==> config.mk <==
export PLATFORM = sky130hd
export DESIGN_NAME = config_write_lock_keys
export DESIGN_NICKNAME = d
export VERILOG_FILES = /design/src/rtl/config_lock_pkg.sv /design/src/rtl/config_write_lock_keys.sv /design/src/rtl/lock_keeper.sv
export VERILOG_INCLUDE_DIRS = /design/src /design/src/rtl
export SDC_FILE = /design/constraint.sdc
export NUM_CORES = 1
export LEC_CHECK = 0
export BUFFER_PORTS_ARGS = -buffer_cell sky130_fd_sc_hd__buf_2
export CAP_MARGIN = 20
export CORE_AREA = 2 2 230 232
export DETAILED_ROUTE_END_ITERATION = 7
export DIE_AREA = 0 0 232 234
export REMOVE_ABC_BUFFERS = 1
export SLEW_MARGIN = 20
export SYNTH_ARGS = -nofsm -noshare
export SYNTH_HDL_FRONTEND = slang
export SYNTH_HIERARCHICAL = 1
export SYNTH_SLANG_ARGS = --single-unit
==> constraint.sdc <==
create_clock -name mclk -period 6.3 [get_ports mclk]
set_input_delay 1.26 -clock mclk [delete_from_list [all_inputs] [get_ports mclk]]
set_output_delay 1.26 -clock mclk [all_outputs]
set_load 0.05 [all_outputs]
==> src/rtl/config_lock_params.svh <==
// Constants for the configuration write lock
`ifndef CONFIG_LOCK_PARAMS_SVH
`define CONFIG_LOCK_PARAMS_SVH
`define KEY_FIRST_VALUE   32'h83E70B13
`define KEY_SECOND_VALUE  32'h95A4F1E0
`define KEY_FIRST_INDEX   8'h00
`define KEY_SECOND_INDEX  8'h01
`define CFG_FIRST_INDEX   8'h02
`define LOCK_RESET_STATE  1'b1
`endif

==> src/rtl/config_lock_pkg.sv <==
// Types for the configuration write lock
package config_lock_pkg;
   typedef enum logic [1:0]
   {
      LOCKED    = 2'b00,
      HALF_OPEN = 2'b01,
      OPEN      = 2'b10
   } lock_state_t;
endpackage

==> src/rtl/config_write_lock_keys.sv <==
// Write-protected configuration register bank with key unlock
// Function
// - Lock engaged after power-on reset
// - Locked: writes dropped, reads still served
// - First key then second key unlocks
// - Unlocked: writable registers accept, read-only ignore
// - Value matching neither key, written to a key, relocks
// - One lock shared by every core
`include "config_lock_params.svh"
module config_write_lock_keys
   import config_lock_pkg::*;
#(
   parameter int NUM_REGS   = 8,
   parameter int ADDR_WIDTH = 8,
   parameter logic [NUM_REGS-1:0] READ_ONLY_MASK = '0
)
(
   // Clock and reset
   input  wire logic                      mclk,
   input  wire logic                      srst,
   // Configuration bus from all cores
   input  wire logic                      busWrite,
   input  wire logic                      busRead,
   input  wire logic [ADDR_WIDTH-1:0]     busAddr,
   input  wire logic [31:0]               busWriteData,
   output logic      [31:0]               busReadData,
   output logic                           busReadValid,
   output logic                           writeDropped,
   // Read-only inputs and register contents
   input  wire logic [NUM_REGS*32-1:0]    readOnlyValue,
   output logic      [NUM_REGS*32-1:0]    cfgValue,
   // Lock status
   output logic                           locked
);
   import config_lock_pkg::*;

   // Elaboration checks: both keys and the bank share one index space
   generate
      if (NUM_REGS < 1)
      begin : g_badCount
         $error("config_write_lock_keys: NUM_REGS must be at least one");
      end
      if (ADDR_WIDTH < 2 || ADDR_WIDTH > 16)
      begin : g_badWidth
         $error("config_write_lock_keys: ADDR_WIDTH must be 2 to 16");
      end
      if (NUM_REGS + `CFG_FIRST_INDEX > (1 << ADDR_WIDTH))
      begin : g_badFit
         $error("config_write_lock_keys: NUM_REGS does not fit address space");
      end
   endgenerate

   // Lock state and key decode
   lock_state_t         lockState;
   logic                keyFirstHit;
   logic                keySecondHit;
   logic                keyFirstWrite;
   logic                keySecondWrite;
   logic                keyHit;
   logic                isUnlocked;
   // Register bank
   logic [31:0]         cfgReg [NUM_REGS];
   logic [NUM_REGS-1:0] regHit;
   logic [NUM_REGS-1:0] regWrite;
   logic                anyHit;
   logic                anyStored;
   // Read and drop decisions
   logic [31:0]         next_readData;
   logic [31:0]         readAnswer;
   logic                cfgWriteReq;
   logic                dropNow;

   // Key register decode; a key write never touches the bank
   assign keyFirstHit    = (busAddr == ADDR_WIDTH'(`KEY_FIRST_INDEX));
   assign keySecondHit   = (busAddr == ADDR_WIDTH'(`KEY_SECOND_INDEX));
   assign keyHit         = keyFirstHit || keySecondHit;
   assign keyFirstWrite  = busWrite && keyFirstHit;
   assign keySecondWrite = busWrite && keySecondHit;

   // Half-open still counts as locked for the bank
   assign isUnlocked = (lockState == OPEN);
   assign locked     = !isUnlocked;

   // Single lock instance serves every core
   lock_keeper keeper
   (
      .mclk           (mclk),
      .srst           (srst),
      .keyFirstWrite  (keyFirstWrite),
      .keySecondWrite (keySecondWrite),
      .keyData        (busWriteData),
      .lockState      (lockState)
   );

   // Per-register decode and write gating
   genvar g;
   generate
      for (g = 0; g < NUM_REGS; g++)
      begin : regs
         assign regHit[g]   = (busAddr == ADDR_WIDTH'(`CFG_FIRST_INDEX) + ADDR_WIDTH'(g));
         // Locked drops writes; read-only never stored
         assign regWrite[g] = busWrite && regHit[g] && isUnlocked
                              && !READ_ONLY_MASK[g];
         always_ff @(posedge mclk)
         begin
            if (srst)
               cfgReg[g] <= 32'h0000_0000;
            else if (regWrite[g])
               cfgReg[g] <= busWriteData;
         end
         assign cfgValue[g*32 +: 32] = READ_ONLY_MASK[g] ? readOnlyValue[g*32 +: 32]
                                                         : cfgReg[g];
      end
   endgenerate

   // Bank hit and store summaries
   assign anyHit    = |regHit;
   assign anyStored = |regWrite;

   // Read mux; keys read back as zero to hide the values
   always_comb
   begin
      next_readData = 32'h0000_0000;
      for (int i = 0; i < NUM_REGS; i++)
      begin
         if (regHit[i])
            next_readData = cfgValue[i*32 +: 32];
      end
   end

   // Answer and drop decisions; a bank write that stored nothing was refused
   assign readAnswer  = busRead ? next_readData : 32'h0000_0000;
   assign cfgWriteReq = busWrite && anyHit && !keyHit;
   assign dropNow     = cfgWriteReq && !anyStored;

   // Read data, registered so every core sees one cycle of latency
   always_ff @(posedge mclk)
   begin
      if (srst)
         busReadData <= 32'h0000_0000;
      else
         busReadData <= readAnswer;
   end

   // Read valid pulse, one cycle after the request
   always_ff @(posedge mclk)
   begin
      if (srst)
         busReadValid <= 1'b0;
      else
         busReadValid <= busRead;
   end

   // Dropped-write pulse, lets software spot a store made while locked
   always_ff @(posedge mclk)
   begin
      if (srst)
         writeDropped <= 1'b0;
      else
         writeDropped <= dropNow;
   end
endmodule

==> src/rtl/lock_keeper.sv <==
// Key sequence tracker that holds the shared lock state
`include "config_lock_params.svh"
module lock_keeper
   import config_lock_pkg::*;
(
   // Clock and reset
   input  wire logic                      mclk,
   input  wire logic                      srst,
   // Key register writes
   input  wire logic                      keyFirstWrite,
   input  wire logic                      keySecondWrite,
   input  wire logic [31:0]               keyData,
   // Lock state
   output config_lock_pkg::lock_state_t   lockState
);
   import config_lock_pkg::*;

   lock_state_t next_lockState;
   logic        firstMatch;
   logic        secondMatch;

   // Key comparisons
   assign firstMatch  = (keyData == `KEY_FIRST_VALUE);
   assign secondMatch = (keyData == `KEY_SECOND_VALUE);

   // Next state of the ordered unlock sequence
   always_comb
   begin
      next_lockState = lockState;
      case (lockState)
         LOCKED:
         begin
            if (keyFirstWrite && firstMatch)
               next_lockState = HALF_OPEN;
         end
         HALF_OPEN:
         begin
            if (keySecondWrite)
               next_lockState = secondMatch ? OPEN : LOCKED;
            else if (keyFirstWrite && !firstMatch)
               next_lockState = LOCKED;
         end
         OPEN:
         begin
            // A value matching neither key, written to either key, relocks
            if ((keyFirstWrite && !firstMatch && !secondMatch) ||
                (keySecondWrite && !firstMatch && !secondMatch))
               next_lockState = LOCKED;
         end
         default:
            next_lockState = LOCKED;
      endcase
   end

   // One lock for all cores; starts engaged
   always_ff @(posedge mclk)
   begin
      if (srst)
         lockState <= LOCKED;
      else
         lockState <= next_lockState;
   end
endmodule

==> impl_metrics.py <==
metrics = {
    "placed_design": {
        "place_hpwl_um": 36800,
        "port_buffers": 334,
        "gpl.final_weighted_congestion": 0.797,
        "preCtsSetupSlack_ns": 1.93,
        "place.detailed.instances": 2157,
    },
    "clock_network": {
        "ctsResizeCount": 0,
        "cts_num_sinks": 292,
        "clock_path_buffers": 3,
        "clk_pin_slew_ns": 0.05,
        "ctsHtreeMaxLevel": 2,
        "cts_tree": "done",
        "hold_buffers": 0,
        "clk-insertion-delay-late_ns": 0.54,
        "clock_buffers_created_by_tritoncts": 36,
        "clock_tree_root_buffer_cell": "sky130_fd_sc_hd__clkbuf_16",
        "cts_post_setup_buffers_inserted": 0,
    },
    "power": {
        "combinationalPowerShare": 0.116,
        "power.share.clock": 0.433,
        "power_density_mw_per_mm2": 274,
        "power.net_switching_mw": 1.32,
        "power.leakage_nw": 6.95,
        "irDropWorstVdd_v": 0.000160,
        "seq_power_share": 0.451,
        "cell_internal_pwr_mw": 3.55,
        "sw_frac_of_total": 0.271,
    },
    "route": {
        "vias_after_detailed_routing": 11600,
        "drt-pass1-iter-count": 5,
        "drt_via_density": 5.23,
        "drc": 0,
        "routed_wirelength_um": 58200,
        "drtAntennaViolNets": 0,
        "routed_wire_length_per_instance_um": 26.2,
        "drtIter0Drc": 1315,
    },
    "logic_synthesis": {
        "synthesis.yosys.warnings": 6,
        "synth_ff_type": "sky130_fd_sc_hd__edfxtp_1",
        "synth-edff-count": 256,
        "synthDominantCellAreaShare": 0.547,
        "syn_area_mm2": 0.0141,
        "synth-seq-area-share": 0.598,
        "synth_area_leaders": "sky130_fd_sc_hd__edfxtp_1 55%, sky130_fd_sc_hd__and2_1 11%, sky130_fd_sc_hd__dfxtp_1 5.1%, sky130_fd_sc_hd__o21ai_0 4.1%, sky130_fd_sc_hd__nor2_1 3.4%",
        "yosysTopAreaCell": "sky130_fd_sc_hd__edfxtp_1",
        "synthDistinctLibCells": 57,
        "synthArstFlopShare": 0,
        "syn-mean-instance-area_um2": 11.7,
        "netlist_top_cells_count": "256 x sky130_fd_sc_hd__and2_1, 256 x sky130_fd_sc_hd__edfxtp_1, 127 x sky130_fd_sc_hd__nor2_1",
        "post_synth_inst_count": 1206,
        "yosys_register_bits": 292,
    },
    "timing": {
        "postLayoutSetupSlackWorst_ns": 2.51,
        "drv_slew": 0,
        "fin_skew_ns": 0.0115,
        "period_share": 0.602,
        "worst_pin_slew_ns": 1.13,
        "max-slew-margin-rel": 0.247,
        "maxClockFrequency_ghz": 0.264,
        "timing.final.crit_period_ns": 3.79,
        "setup_viol": 0,
        "unrepaired_setup_endpoints_after_global_routing": "no",
        "hold_violations": 0,
    },
    "floorplanning": {
        "initial_core_utilization": 0.270,
        "die_area_mm2": 0.0543,
        "chipWidth_um": 232,
        "core_area_mm2": 0.0520,
        "core.rowCount": 84,
        "die_height_um": 234,
        "i_o_pins": 591,
    },
    "layout": {
        "p_r_area_growth_vs_syn_pct": 26.5,
        "drive_above_1_share": 0.306,
        "layout.nets": 1807,
        "final_cell_count_no_fill": 2222,
    },
    "worst_setup_path": {
        "worstPathArrival_ns": 3.96,
        "worst-path-max-fanout": 81,
        "setup.worst_path.end_class": "flip-flop",
        "r2r_setup_slack_ns": 3.49,
        "start_kind": "input pin",
        "critical_path_class": "in2reg",
        "critPathRequiredTime_ns": 6.47,
    },
    "min_path": {
        "hold_path_class": "reg2reg",
    },
    "global_routing": {
        "initial_antenna_violation_count": 5,
        "globalRouteOverflowTotal": 0,
        "grt_max_degree": 82,
        "grt_usage": 0.207,
        "grt_pass1_vias": 10900,
        "grt_pass1_wl_um": 80100,
    },
    "job": {
        "drv_cap": 0,
    },
    "outcome": {
        "status": "finished clean",
    },
}
==> final timing paths <==
path | startpoint | endpoint | cells after the start
worst min register to register | cfgReg[1][109]$_SDFFCE_PN0P_ | busReadData[13]$_SDFF_PP0_ | 2
worst min-delay path | cfgReg[1][109]$_SDFFCE_PN0P_ | busReadData[13]$_SDFF_PP0_ | 2
worst max-delay path | busAddr[0] | cfgReg[1][43]$_SDFFCE_PN0P_ | 5
worst max register to register | keeper/lockState[1]$_SDFFE_PP0P_ | cfgReg[1][101]$_SDFFCE_PN0P_ | 4
==> metrics by stage <==
stage | util | total power [mW] | hold slack [ns] | cell area, µm² | setup TNS [ns]
detailed placement | 0.319 | 2.80 | 0.656 | 16600 | 0
finish | 0.342 | 4.87 | 0.660 | 17800 | 0
global placement | 0.319 | 2.79 | 0.638 | 16600 | 0
global route | 0.342 | 5.01 | 0.694 | 17800 | 0
CTS | 0.342 | 4.91 | 0.667 | 17800 | 0
floorplan | - | 2.56 | 0.621 | 13600 | -107.85
==> per-layer routing <==
metal,GRT usage,vias up,wire (µm)
met2,0.328,619,26800
met1,0.282,5808,24600
li1,-,5076,-
met3,0.0434,110,5060
met5,0,-,0
met4,0.0669,0,1720
==> critical path, stage by stage <==
cell and delay (ns):
sky130_fd_sc_hd__buf_6 0.53, sky130_fd_sc_hd__nand3_2 0.79, sky130_fd_sc_hd__buf_4 0.48, sky130_fd_sc_hd__o31ai_4 0.18, sky130_fd_sc_hd__buf_4 0.56
==> sequential cells by signal, summed over array words and instances (netlist names) <==
signal and cells:
keeper/lockState 2, busReadValid 1, cfgReg 256, writeDropped 1, busReadData 32
==> placed cells by master (no fill, tap or decap), types with 3 or more instances in the layout <==
| master | n |
|---|---|
| sky130_fd_sc_hd__buf_2 | 332 |
| sky130_fd_sc_hd__and2_1 | 256 |
| sky130_fd_sc_hd__edfxtp_1 | 256 |
| sky130_fd_sc_hd__nor2_1 | 126 |
| sky130_fd_sc_hd__o21ai_0 | 113 |
| sky130_fd_sc_hd__clkbuf_16 | 37 |
| sky130_fd_sc_hd__buf_4 | 37 |
| sky130_fd_sc_hd__mux2i_1 | 36 |
| sky130_fd_sc_hd__dfxtp_1 | 36 |
| sky130_fd_sc_hd__o22ai_1 | 32 |
| sky130_fd_sc_hd__nor4_1 | 30 |
| sky130_fd_sc_hd__a32o_1 | 29 |
| sky130_fd_sc_hd__nor4b_1 | 29 |
| sky130_fd_sc_hd__nor3b_1 | 28 |
| sky130_fd_sc_hd__a221oi_1 | 20 |
| sky130_fd_sc_hd__nand2_1 | 10 |
| sky130_fd_sc_hd__a221oi_2 | 9 |
| sky130_fd_sc_hd__clkbuf_1 | 9 |
| sky130_fd_sc_hd__clkbuf_8 | 7 |
| sky130_fd_sc_hd__nor2b_1 | 5 |
| sky130_fd_sc_hd__nand3_1 | 5 |
| sky130_fd_sc_hd__inv_1 | 4 |
| sky130_fd_sc_hd__o31ai_4 | 4 |
| sky130_fd_sc_hd__nand2b_1 | 4 |
| sky130_fd_sc_hd__nor4_4 | 3 |
| sky130_fd_sc_hd__clkinv_1 | 3 |
| sky130_fd_sc_hd__o41ai_2 | 3 |
| sky130_fd_sc_hd__nor2_4 | 3 |
| sky130_fd_sc_hd__nand4_1 | 3 |
| sky130_fd_sc_hd__a21o_1 | 3 |
| sky130_fd_sc_hd__clkinv_2 | 3 |
| sky130_fd_sc_hd__bufinv_16 | 3 |
| sky130_fd_sc_hd__clkinvlp_4 | 3 |
| sky130_fd_sc_hd__and4bb_2 | 3 |
| sky130_fd_sc_hd__nor4b_2 | 3 |
==> cells by family after synthesis <==
family	after synthesis	synth area share
buf+inv	114	0.0349
compound gates	233	0.114
flops	292	0.598
mux	36	0.0256
simple gates	531	0.228
==> power groups by stage <==
stage          clock network (mW)  logic (mW)  registers [mW]
2_1_floorplan                   0       0.115            2.44
3_3_place_gp                    0       0.561            2.23
3_5_place_dp                    0       0.567            2.23
4_1_cts                      2.15       0.568            2.19
5_1_grt                      2.22       0.589            2.20
6_report                     2.11       0.566            2.20
==> area by class of cell <==
type	count	area [µm²]
inverter	6	22.5
tap	688	861
clock inverter	11	140
antenna	1	2.50
multi-input combinational	800	5330
sequential	292	8410
clock buffer	53	1060
timing repair buffer	371	1970
fill	5227	34200
No activity file was read; power rests on OpenSTA's default activity.
